<file path="src/hdl/rgt_pkg.sv">
// constants for the ringing and ring trip parameter block
package rgt_pkg;
  // parameter memory locations
  localparam logic [7:0] ADDR_RING_DC_OFFSET = 8'h38;
  localparam logic [7:0] ADDR_FREQ_COEF_HIGH = 8'h39;
  localparam logic [7:0] ADDR_FREQ_COEF_LOW = 8'h3a;
  localparam logic [7:0] ADDR_START_PHASE = 8'h3c;
  localparam logic [7:0] ADDR_DC_TRIP_THR = 8'h3e;
  localparam logic [7:0] ADDR_TRIP_FILT_COEF = 8'h3f;
  localparam logic [7:0] ADDR_AC_TRIP_THR = 8'h40;
  localparam logic [7:0] ADDR_DC_TRIP_DB = 8'h41;
  localparam logic [7:0] ADDR_AC_TRIP_DB = 8'h42;
  localparam logic [7:0] ADDR_SETTLE_TIMER = 8'ha8;
  localparam logic [7:0] ADDR_TRIP_STATUS = 8'hc0;
  // field layouts
  localparam logic [15:0] MASK_LOW13 = 16'hfff8;
  localparam logic [15:0] MASK_15BIT = 16'h7fff;
  localparam int ST_AC_BIT = 0;
  localparam int ST_DC_BIT = 1;
  localparam int ST_SETTLE_BIT = 2;
  localparam logic [15:0] RESET_VAL = 16'h0000;
  // timing
  localparam int CLK_PERIOD_NS = 20;
  localparam int DEBOUNCE_STEP_NS = 1250;
  localparam int DEBOUNCE_STEP_CYCLES = (DEBOUNCE_STEP_NS + CLK_PERIOD_NS - 1) / CLK_PERIOD_NS;
  localparam int SETTLE_STEP_US = 1250;
  localparam int SETTLE_FIXED_MS = 60;
  // settle timer states
  typedef enum logic [1:0] {
    SET_IDLE = 2'b01,
    SET_RUN = 2'b10
  } rgt_settle_e;
endpackage : rgt_pkg

</file>
<file path="src/hdl/rgt_ring_trip_params.sv">
// parameter memory, ringing offset, ring trip detection and settle timer
// What this block does
// - low frequency coefficient in location 58 bits 15:3
// - high frequency coefficient in location 57 bits 14:0
// - add 15-bit dc offset while ringing
// - oscillator starts at phase bits 15:3
// - ac detector debounced by location 66
// - ac trip when current exceeds location 64
// - dc debounce counted in 1.25 us steps
// - dc trip when current exceeds location 62
// - location 63 sets trip low-pass coefficient
// - common-mode detectors start settle timer counted in 1.25 ms steps
// - zero settle value means fixed 60 ms
`timescale 1ns/1ps

// one loop current path: low-pass filter, threshold and debounce
module rgt_trip_det (
  input wire logic mclk,
  input wire logic rst_n,
  input wire logic [15:0] sample,
  input wire logic [15:0] coef,
  input wire logic [15:0] threshold,
  input wire logic [15:0] debounce,
  input wire logic stepTick,
  output logic tripLevel
);
  logic [15:0] filt_reg; // filtered loop current
  logic [15:0] cnt_reg; // debounce steps spent above threshold
  logic signed [16:0] diff; // input minus filter state
  logic signed [33:0] prod; // diff scaled by coefficient
  logic above;
  assign diff = $signed({1'b0, sample}) - $signed({1'b0, filt_reg});
  assign prod = diff * $signed({1'b0, coef});
  assign above = filt_reg > threshold;
  // filter moves toward input by coef/65536 each cycle
  always_ff @(posedge mclk) begin
    if (!rst_n) filt_reg <= 16'h0000;
    else filt_reg <= 16'(filt_reg + 16'(prod >>> 16));
  end
  // counter restarts whenever the current drops back
  always_ff @(posedge mclk) begin
    if (!rst_n || !above) cnt_reg <= 16'h0000;
    else if (stepTick && cnt_reg != debounce) cnt_reg <= 16'(cnt_reg + 16'h0001);
  end
  assign tripLevel = above && (cnt_reg == debounce);
endmodule : rgt_trip_det

module rgt_ring_trip_params #(
  parameter int SETTLE_STEP_CYCLES = rgt_pkg::SETTLE_STEP_US * 1000 / rgt_pkg::CLK_PERIOD_NS,
  parameter int SETTLE_FIXED_CYCLES = rgt_pkg::SETTLE_FIXED_MS * 1000000 / rgt_pkg::CLK_PERIOD_NS
) (
  input wire logic mclk,
  input wire logic rst_n,
  input wire logic [7:0] ramAddr,
  input wire logic [15:0] ramWrData,
  input wire logic ramWr,
  input wire logic ramRd,
  output logic [15:0] ramRdData,
  input wire logic ringMode,
  input wire logic [15:0] ringWave,
  output logic [15:0] ringDrive,
  output logic [27:0] ringFreqCoef,
  output logic [12:0] ringOscStartPhase,
  input wire logic [15:0] acLoopCurrent,
  input wire logic [15:0] dcLoopCurrent,
  output logic acTrip,
  output logic dcTrip,
  input wire logic commonModeHigh,
  input wire logic commonModeLow,
  output logic settleActive
);
  // parameter locations
  logic [15:0] ringDcOffset_reg, freqHigh_reg, freqLow_reg, startPhase_reg;
  logic [15:0] dcThr_reg, filtCoef_reg, acThr_reg, dcDb_reg, acDb_reg, settle_reg;
  logic [1:0] tripSticky_reg; // sticky trip flags, write one to clear
  logic [15:0] rdData_reg, ringDrive_reg;
  logic [6:0] stepCnt_reg; // 1.25 us prescaler
  logic stepTick;
  logic acLvl, dcLvl;
  logic cmPrev_reg; // earlier detector state for edge finding
  logic cmFire;
  logic [31:0] settleCnt_reg, settleLoad;
  rgt_pkg::rgt_settle_e settle_state;
  logic [1:0] clearBits;
  logic [15:0] rdMux;

  // write strobes per location
  wire wrOffset = ramWr && ramAddr == rgt_pkg::ADDR_RING_DC_OFFSET;
  wire wrHigh = ramWr && ramAddr == rgt_pkg::ADDR_FREQ_COEF_HIGH;
  wire wrLow = ramWr && ramAddr == rgt_pkg::ADDR_FREQ_COEF_LOW;
  wire wrPhase = ramWr && ramAddr == rgt_pkg::ADDR_START_PHASE;
  wire wrDcThr = ramWr && ramAddr == rgt_pkg::ADDR_DC_TRIP_THR;
  wire wrCoef = ramWr && ramAddr == rgt_pkg::ADDR_TRIP_FILT_COEF;
  wire wrAcThr = ramWr && ramAddr == rgt_pkg::ADDR_AC_TRIP_THR;
  wire wrDcDb = ramWr && ramAddr == rgt_pkg::ADDR_DC_TRIP_DB;
  wire wrAcDb = ramWr && ramAddr == rgt_pkg::ADDR_AC_TRIP_DB;
  wire wrSettle = ramWr && ramAddr == rgt_pkg::ADDR_SETTLE_TIMER;
  wire wrStatus = ramWr && ramAddr == rgt_pkg::ADDR_TRIP_STATUS;

  // parameter storage; unused low or top bits are never stored
  always_ff @(posedge mclk) begin
    if (!rst_n) begin
      ringDcOffset_reg <= rgt_pkg::RESET_VAL;
      freqHigh_reg <= rgt_pkg::RESET_VAL;
      freqLow_reg <= rgt_pkg::RESET_VAL;
      startPhase_reg <= rgt_pkg::RESET_VAL;
      dcThr_reg <= rgt_pkg::RESET_VAL;
      filtCoef_reg <= rgt_pkg::RESET_VAL;
      acThr_reg <= rgt_pkg::RESET_VAL;
      dcDb_reg <= rgt_pkg::RESET_VAL;
      acDb_reg <= rgt_pkg::RESET_VAL;
      settle_reg <= rgt_pkg::RESET_VAL;
    end else begin
      if (wrOffset) ringDcOffset_reg <= ramWrData & rgt_pkg::MASK_15BIT;
      if (wrHigh) freqHigh_reg <= ramWrData & rgt_pkg::MASK_15BIT;
      if (wrLow) freqLow_reg <= ramWrData & rgt_pkg::MASK_LOW13;
      if (wrPhase) startPhase_reg <= ramWrData & rgt_pkg::MASK_LOW13;
      if (wrDcThr) dcThr_reg <= ramWrData;
      if (wrCoef) filtCoef_reg <= ramWrData;
      if (wrAcThr) acThr_reg <= ramWrData;
      if (wrDcDb) dcDb_reg <= ramWrData;
      if (wrAcDb) acDb_reg <= ramWrData;
      if (wrSettle) settle_reg <= ramWrData;
    end
  end

  // read mux; unmapped locations read zero
  always_comb begin
    case (ramAddr)
      rgt_pkg::ADDR_RING_DC_OFFSET: rdMux = ringDcOffset_reg;
      rgt_pkg::ADDR_FREQ_COEF_HIGH: rdMux = freqHigh_reg;
      rgt_pkg::ADDR_FREQ_COEF_LOW: rdMux = freqLow_reg;
      rgt_pkg::ADDR_START_PHASE: rdMux = startPhase_reg;
      rgt_pkg::ADDR_DC_TRIP_THR: rdMux = dcThr_reg;
      rgt_pkg::ADDR_TRIP_FILT_COEF: rdMux = filtCoef_reg;
      rgt_pkg::ADDR_AC_TRIP_THR: rdMux = acThr_reg;
      rgt_pkg::ADDR_DC_TRIP_DB: rdMux = dcDb_reg;
      rgt_pkg::ADDR_AC_TRIP_DB: rdMux = acDb_reg;
      rgt_pkg::ADDR_SETTLE_TIMER: rdMux = settle_reg;
      rgt_pkg::ADDR_TRIP_STATUS: rdMux = {13'h0, settleActive, tripSticky_reg};
      default: rdMux = 16'h0000;
    endcase
  end
  // read data held until the next read
  always_ff @(posedge mclk) begin
    if (!rst_n) rdData_reg <= 16'h0000;
    else if (ramRd) rdData_reg <= rdMux;
  end
  assign ramRdData = rdData_reg;

  // oscillator setup straight from storage
  assign ringFreqCoef = {freqHigh_reg[14:0], freqLow_reg[15:3]};
  assign ringOscStartPhase = startPhase_reg[15:3];

  // offset only applied in ringing mode; sum wraps at 16 bits
  always_ff @(posedge mclk) begin
    if (!rst_n) ringDrive_reg <= 16'h0000;
    else if (ringMode) ringDrive_reg <= 16'(ringWave + ringDcOffset_reg);
    else ringDrive_reg <= ringWave;
  end
  assign ringDrive = ringDrive_reg;

  // shared debounce step for both detectors
  always_ff @(posedge mclk) begin
    if (!rst_n || stepTick) stepCnt_reg <= 7'h00;
    else stepCnt_reg <= 7'(stepCnt_reg + 7'h01);
  end
  assign stepTick = stepCnt_reg == 7'(rgt_pkg::DEBOUNCE_STEP_CYCLES - 1);

  rgt_trip_det acDet (
    .mclk(mclk), .rst_n(rst_n), .sample(acLoopCurrent), .coef(filtCoef_reg),
    .threshold(acThr_reg), .debounce(acDb_reg), .stepTick(stepTick), .tripLevel(acLvl)
  );
  rgt_trip_det dcDet (
    .mclk(mclk), .rst_n(rst_n), .sample(dcLoopCurrent), .coef(filtCoef_reg),
    .threshold(dcThr_reg), .debounce(dcDb_reg), .stepTick(stepTick), .tripLevel(dcLvl)
  );
  assign acTrip = acLvl;
  assign dcTrip = dcLvl;

  // sticky flags; a new trip wins over a clear in the same cycle
  assign clearBits = wrStatus ? ramWrData[1:0] : 2'b00;
  always_ff @(posedge mclk) begin
    if (!rst_n) tripSticky_reg <= 2'b00;
    else tripSticky_reg <= (tripSticky_reg & ~clearBits) | {dcLvl, acLvl};
  end

  // timer restarts on each rising edge of the two detectors ORed together
  assign cmFire = (commonModeHigh || commonModeLow) && !cmPrev_reg;
  assign settleLoad = (settle_reg == 16'h0000) ? 32'(SETTLE_FIXED_CYCLES)
                    : 32'(settle_reg * 32'(SETTLE_STEP_CYCLES));
  always_ff @(posedge mclk) begin
    if (!rst_n) begin
      cmPrev_reg <= 1'b0;
      settleCnt_reg <= 32'h0000_0000;
      settle_state <= rgt_pkg::SET_IDLE;
    end else begin
      cmPrev_reg <= commonModeHigh || commonModeLow;
      case (settle_state)
        rgt_pkg::SET_IDLE: begin
          if (cmFire) begin
            settleCnt_reg <= settleLoad;
            settle_state <= rgt_pkg::SET_RUN;
          end
        end
        rgt_pkg::SET_RUN: begin
          if (cmFire) settleCnt_reg <= settleLoad;
          else if (settleCnt_reg <= 32'h0000_0001) settle_state <= rgt_pkg::SET_IDLE;
          else settleCnt_reg <= settleCnt_reg - 32'h0000_0001;
        end
        default: settle_state <= rgt_pkg::SET_IDLE;
      endcase
    end
  end
  assign settleActive = settle_state == rgt_pkg::SET_RUN;
endmodule : rgt_ring_trip_params

</file>
<file path="config.mk">
export PLATFORM = sky130hd
export DESIGN_NAME = rgt_ring_trip_params
export DESIGN_NICKNAME = d
export VERILOG_FILES = /design/src/hdl/rgt_pkg.sv /design/src/hdl/rgt_ring_trip_params.sv
export SDC_FILE = /design/constraint.sdc
export NUM_CORES = 2
export LEC_CHECK = 0
export BUFFER_PORTS_ARGS = -buffer_cell sky130_fd_sc_hd__buf_2
export CAP_MARGIN = 20
export CELL_PAD_IN_SITES_DETAIL_PLACEMENT = 1
export CELL_PAD_IN_SITES_GLOBAL_PLACEMENT = 1
export CORE_ASPECT_RATIO = 0.75
export CORE_MARGIN = 10
export CORE_UTILIZATION = 45
export CTS_BUF_LIST = sky130_fd_sc_hd__clkbuf_4 sky130_fd_sc_hd__clkbuf_8 sky130_fd_sc_hd__clkbuf_16
export CTS_CLUSTER_DIAMETER = 60
export DETAILED_ROUTE_END_ITERATION = 12
export PLACE_DENSITY_LB_ADDON = 0.25
export SLEW_MARGIN = 10
export SYNTH_ARGS = -nofsm -noshare
export SYNTH_HDL_FRONTEND = slang
export SYNTH_SLANG_ARGS = --single-unit
</file>
<file path="constraint.sdc">
create_clock -name mclk -period 10.1 [get_ports mclk]
set_input_delay 0.505 -clock mclk [delete_from_list [all_inputs] [get_ports mclk]]
set_output_delay 0.505 -clock mclk [all_outputs]
set_load 0.005 [all_outputs]
</file>
==> results_dict.tcl <==
set metrics [dict create \
    dieWidth_um 364.9 \
    die_h_um 278.7 \
    grt_pass1_wl_um 208400 \
    syn_inst 4795 \
    cp_top_family "adder cells" \
    cp_slowest_stage_delay_ns 0.54 \
    ys_warn_count 0 \
    setup_viol 0 \
    tightest_slew_ns 1.064 \
    grt-ovfl-total 0 \
    yosysMostFrequentCell "inv_1" \
    syn-num-nets 5860 \
    layout.nets 6048 \
    cap_violations 0 \
    arrival_ns 10.17 \
    ios 155 \
    dieArea_um2 101700 \
    synthArstFlopShare_pct 0 \
    initial_core_util_pct 45.57 \
    clock_path_buffers 3 \
    syn_area_um2 40150 \
    numCtsBuffers 34 \
    vias 33530 \
    syn-mean-instance-area_um2 8.373 \
    synth_commonest_cells "inv_1, nand2_1, fa_1" \
    cts_tree "built" \
    period_share_pct 96.82 \
    coreArea_um2 88090 \
    place.gp.congestion 0.9338 \
    routedWlPerCell_um 21.41 \
    routed_via_density 5.444 \
    fmax_mhz 102.3 \
    h-tree-depth 2 \
    antenna_found_initial 2 \
    worst-path-buf-inv 12 \
    worst_r2r_endpoint "dcDet.filt_reg[13]" \
    fin_worst_skew_ns 0.05568 \
    cts_hold_buf 0 \
    drc 0 \
    syn_to_final_growth_pct 11.52 \
    min_from "ringWave[15]" \
    slew_headroom_pct 28.82 \
    grt_max_degree 105 \
    drive_gt1_share_pct 10.65 \
    r2r_slack_ns 0.32 \
    synth_edf_count 0 \
    place_inst 6082 \
    hold_end "ringDrive[15]" \
    peakVddDrop_uv 175.8 \
    cts-root-buf "clkbuf_16" \
    r2r_cells 47 \
    min_delay_path_depth 3 \
    path_clk_slew_ns 0.07 \
    port-buffer-count 154 \
    critPathCaptureType "flip-flop" \
    hold_viol 0 \
    clock_latency_ns 0.59 \
    slowest_stage "fa_1" \
    worstSetupPathType "reg2reg" \
    min_period_ns 9.779 \
    drv_slew 0 \
    synth_top_area_cell "fa_1" \
    synth_ff_type "dfxtp_1" \
    drtIter0Drc 2435 \
    p_leak_uw 0.02211 \
    critPathLaunch "dcDet.filt_reg[1]" \
    grt_pass1_vias 35900 \
    holdWs_ns 0.1581 \
    ys_ff_latch 292 \
    synthDistinctLibCells 81 \
    firstDrtPassIters 5 \
    rsz0062_at_grt "true" \
    largest_register_ffs 32 \
    p_per_area_nw_per_um2 73.11 \
    status "completed" \
    seq_area_frac_synth_pct 14.56 \
    start_kind "flip-flop" \
    dp_hpwl_um 106000 \
    crit_required_ns 10.50 \
    synth.top_cells.by_area "fa_1, dfxtp_1, ha_1" \
    layoutNonFillerInstCount 6158 \
    wirelength_um 131800 \
    yosysTopAreaCellShare_pct 29.42 \
    grt_util_all_layers_pct 25.85 \
    critPathMaxFanout 6 \
    clkSinkCount 292 \
    hold_path_class "in2reg" \
    ant_nets 0 \
    rows 94 \
    regToRegStartpoint "dcDet.filt_reg[1]" \
]
[cell families (layout without fill, tap and decap cells)]
| group | after synthesis | after routing | share of synthesized area [%] |
|---|---|---|---|
| AOI/OAI and AO/OA | 654 | 654 | 10.10 |
| xor gates and xnor gates | 204 | 204 | 4.485 |
| buffers and inverters | 1116 | 1326 | 10.50 |
| DFF | 292 | 292 | 14.56 |
| other | 0 | 1 | 0 |
| and+or+nand+nor | 1492 | 1492 | 17.29 |
| adders and majority gates | 986 | 986 | 41.76 |
| muxes | 51 | 51 | 1.300 |
[through the flow]
step / TNS, ns / util (%) / total power, µW / setup WS, ns / area [µm²]
floorplan: 0 / - / 1689 / 0.4334 / 40150
global placement: -0.4455 / 48.95 / 1943 / -0.2838 / 43120
detailed placement: -2.176 / 48.95 / 1960 / -0.6484 / 43120
CTS: 0 / 50.32 / 3278 / 0.007889 / 44330
global route: -0.5018 / 50.82 / 3422 / -0.1914 / 44770
finish: 0 / 50.83 / 3273 / 0.3213 / 44770
[worst max path at each step]
| stage | cells after the start | to |
|---|---|---|
| 2_1_floorplan | 42 | dcDet.filt_reg[15] |
| 3_3_place_gp | 43 | acDet.filt_reg[15] |
| 3_5_place_dp | 44 | acDet.filt_reg[15] |
| 4_1_cts | 41 | acDet.filt_reg[15] |
| 5_1_grt | 47 | dcDet.filt_reg[13] |
| 6_report | 47 | dcDet.filt_reg[13] |
[worst min-delay path, delay by kind of cell]
kind / cells / cell delay, ns
and+or+nand+nor: 1 / 0.07
buffers and inverters: 1 / 0.09
xor gates and xnor gates: 1 / 0.05
[cells in the final DEF, fill, tap and decap left out, drive strengths merged, types with 45 or more instances in the layout]
| master | instances |
|---|---|
| nand3 | 48 |
| nand2 | 701 |
| fa | 590 |
| and2 | 221 |
| xnor2 | 148 |
| nand2b | 52 |
| a21oi | 282 |
| nor3 | 45 |
| xor2 | 55 |
| o21ai | 99 |
| clkbuf | 47 |
| nor2 | 250 |
| ha | 396 |
| buf | 368 |
| nor2b | 60 |
| dfxtp | 292 |
| inv | 902 |
[report_power, final]
| group | switching [µW] | total [µW] | internal (µW) |
|---|---|---|---|
| logic | 495 | 742 | 247 |
| clock network | 568 | 1310 | 743 |
| registers | 33.7 | 1220 | 1190 |
| total | 1100 | 3270 | 2180 |
[routing by layer]
metal | vias to the layer above | GRT usage, % | wire, µm
met1 | 17160 | 37.83 | 62180
met2 | 858 | 40.39 | 58790
met4 | 0 | 4.171 | 2166
li1 | 15360 | - | -
met3 | 143 | 4.275 | 8713
met5 | - | 0 | 0
[layout make-up]
class                      instances  area [µm²]
timing repair buffer             368        2465
antenna                            1       2.502
clock inverter                    11       160.2
multi-input combinational       3387       30480
clock buffer                      47       985.9
sequential                       292        5856
fill                           10590       43320
tap                             1152        1441
inverter                         900        3386
[what timing repair did]
item / CTS / global route
setup endpoints to repair: 3 / 9
endpoints found under the hold margin: 0 / 0
gates resized for setup: 18 / 78
pin swaps: 4 / 63
setup buffers: 1 / 13
Power figures use the tool's default switching activity.
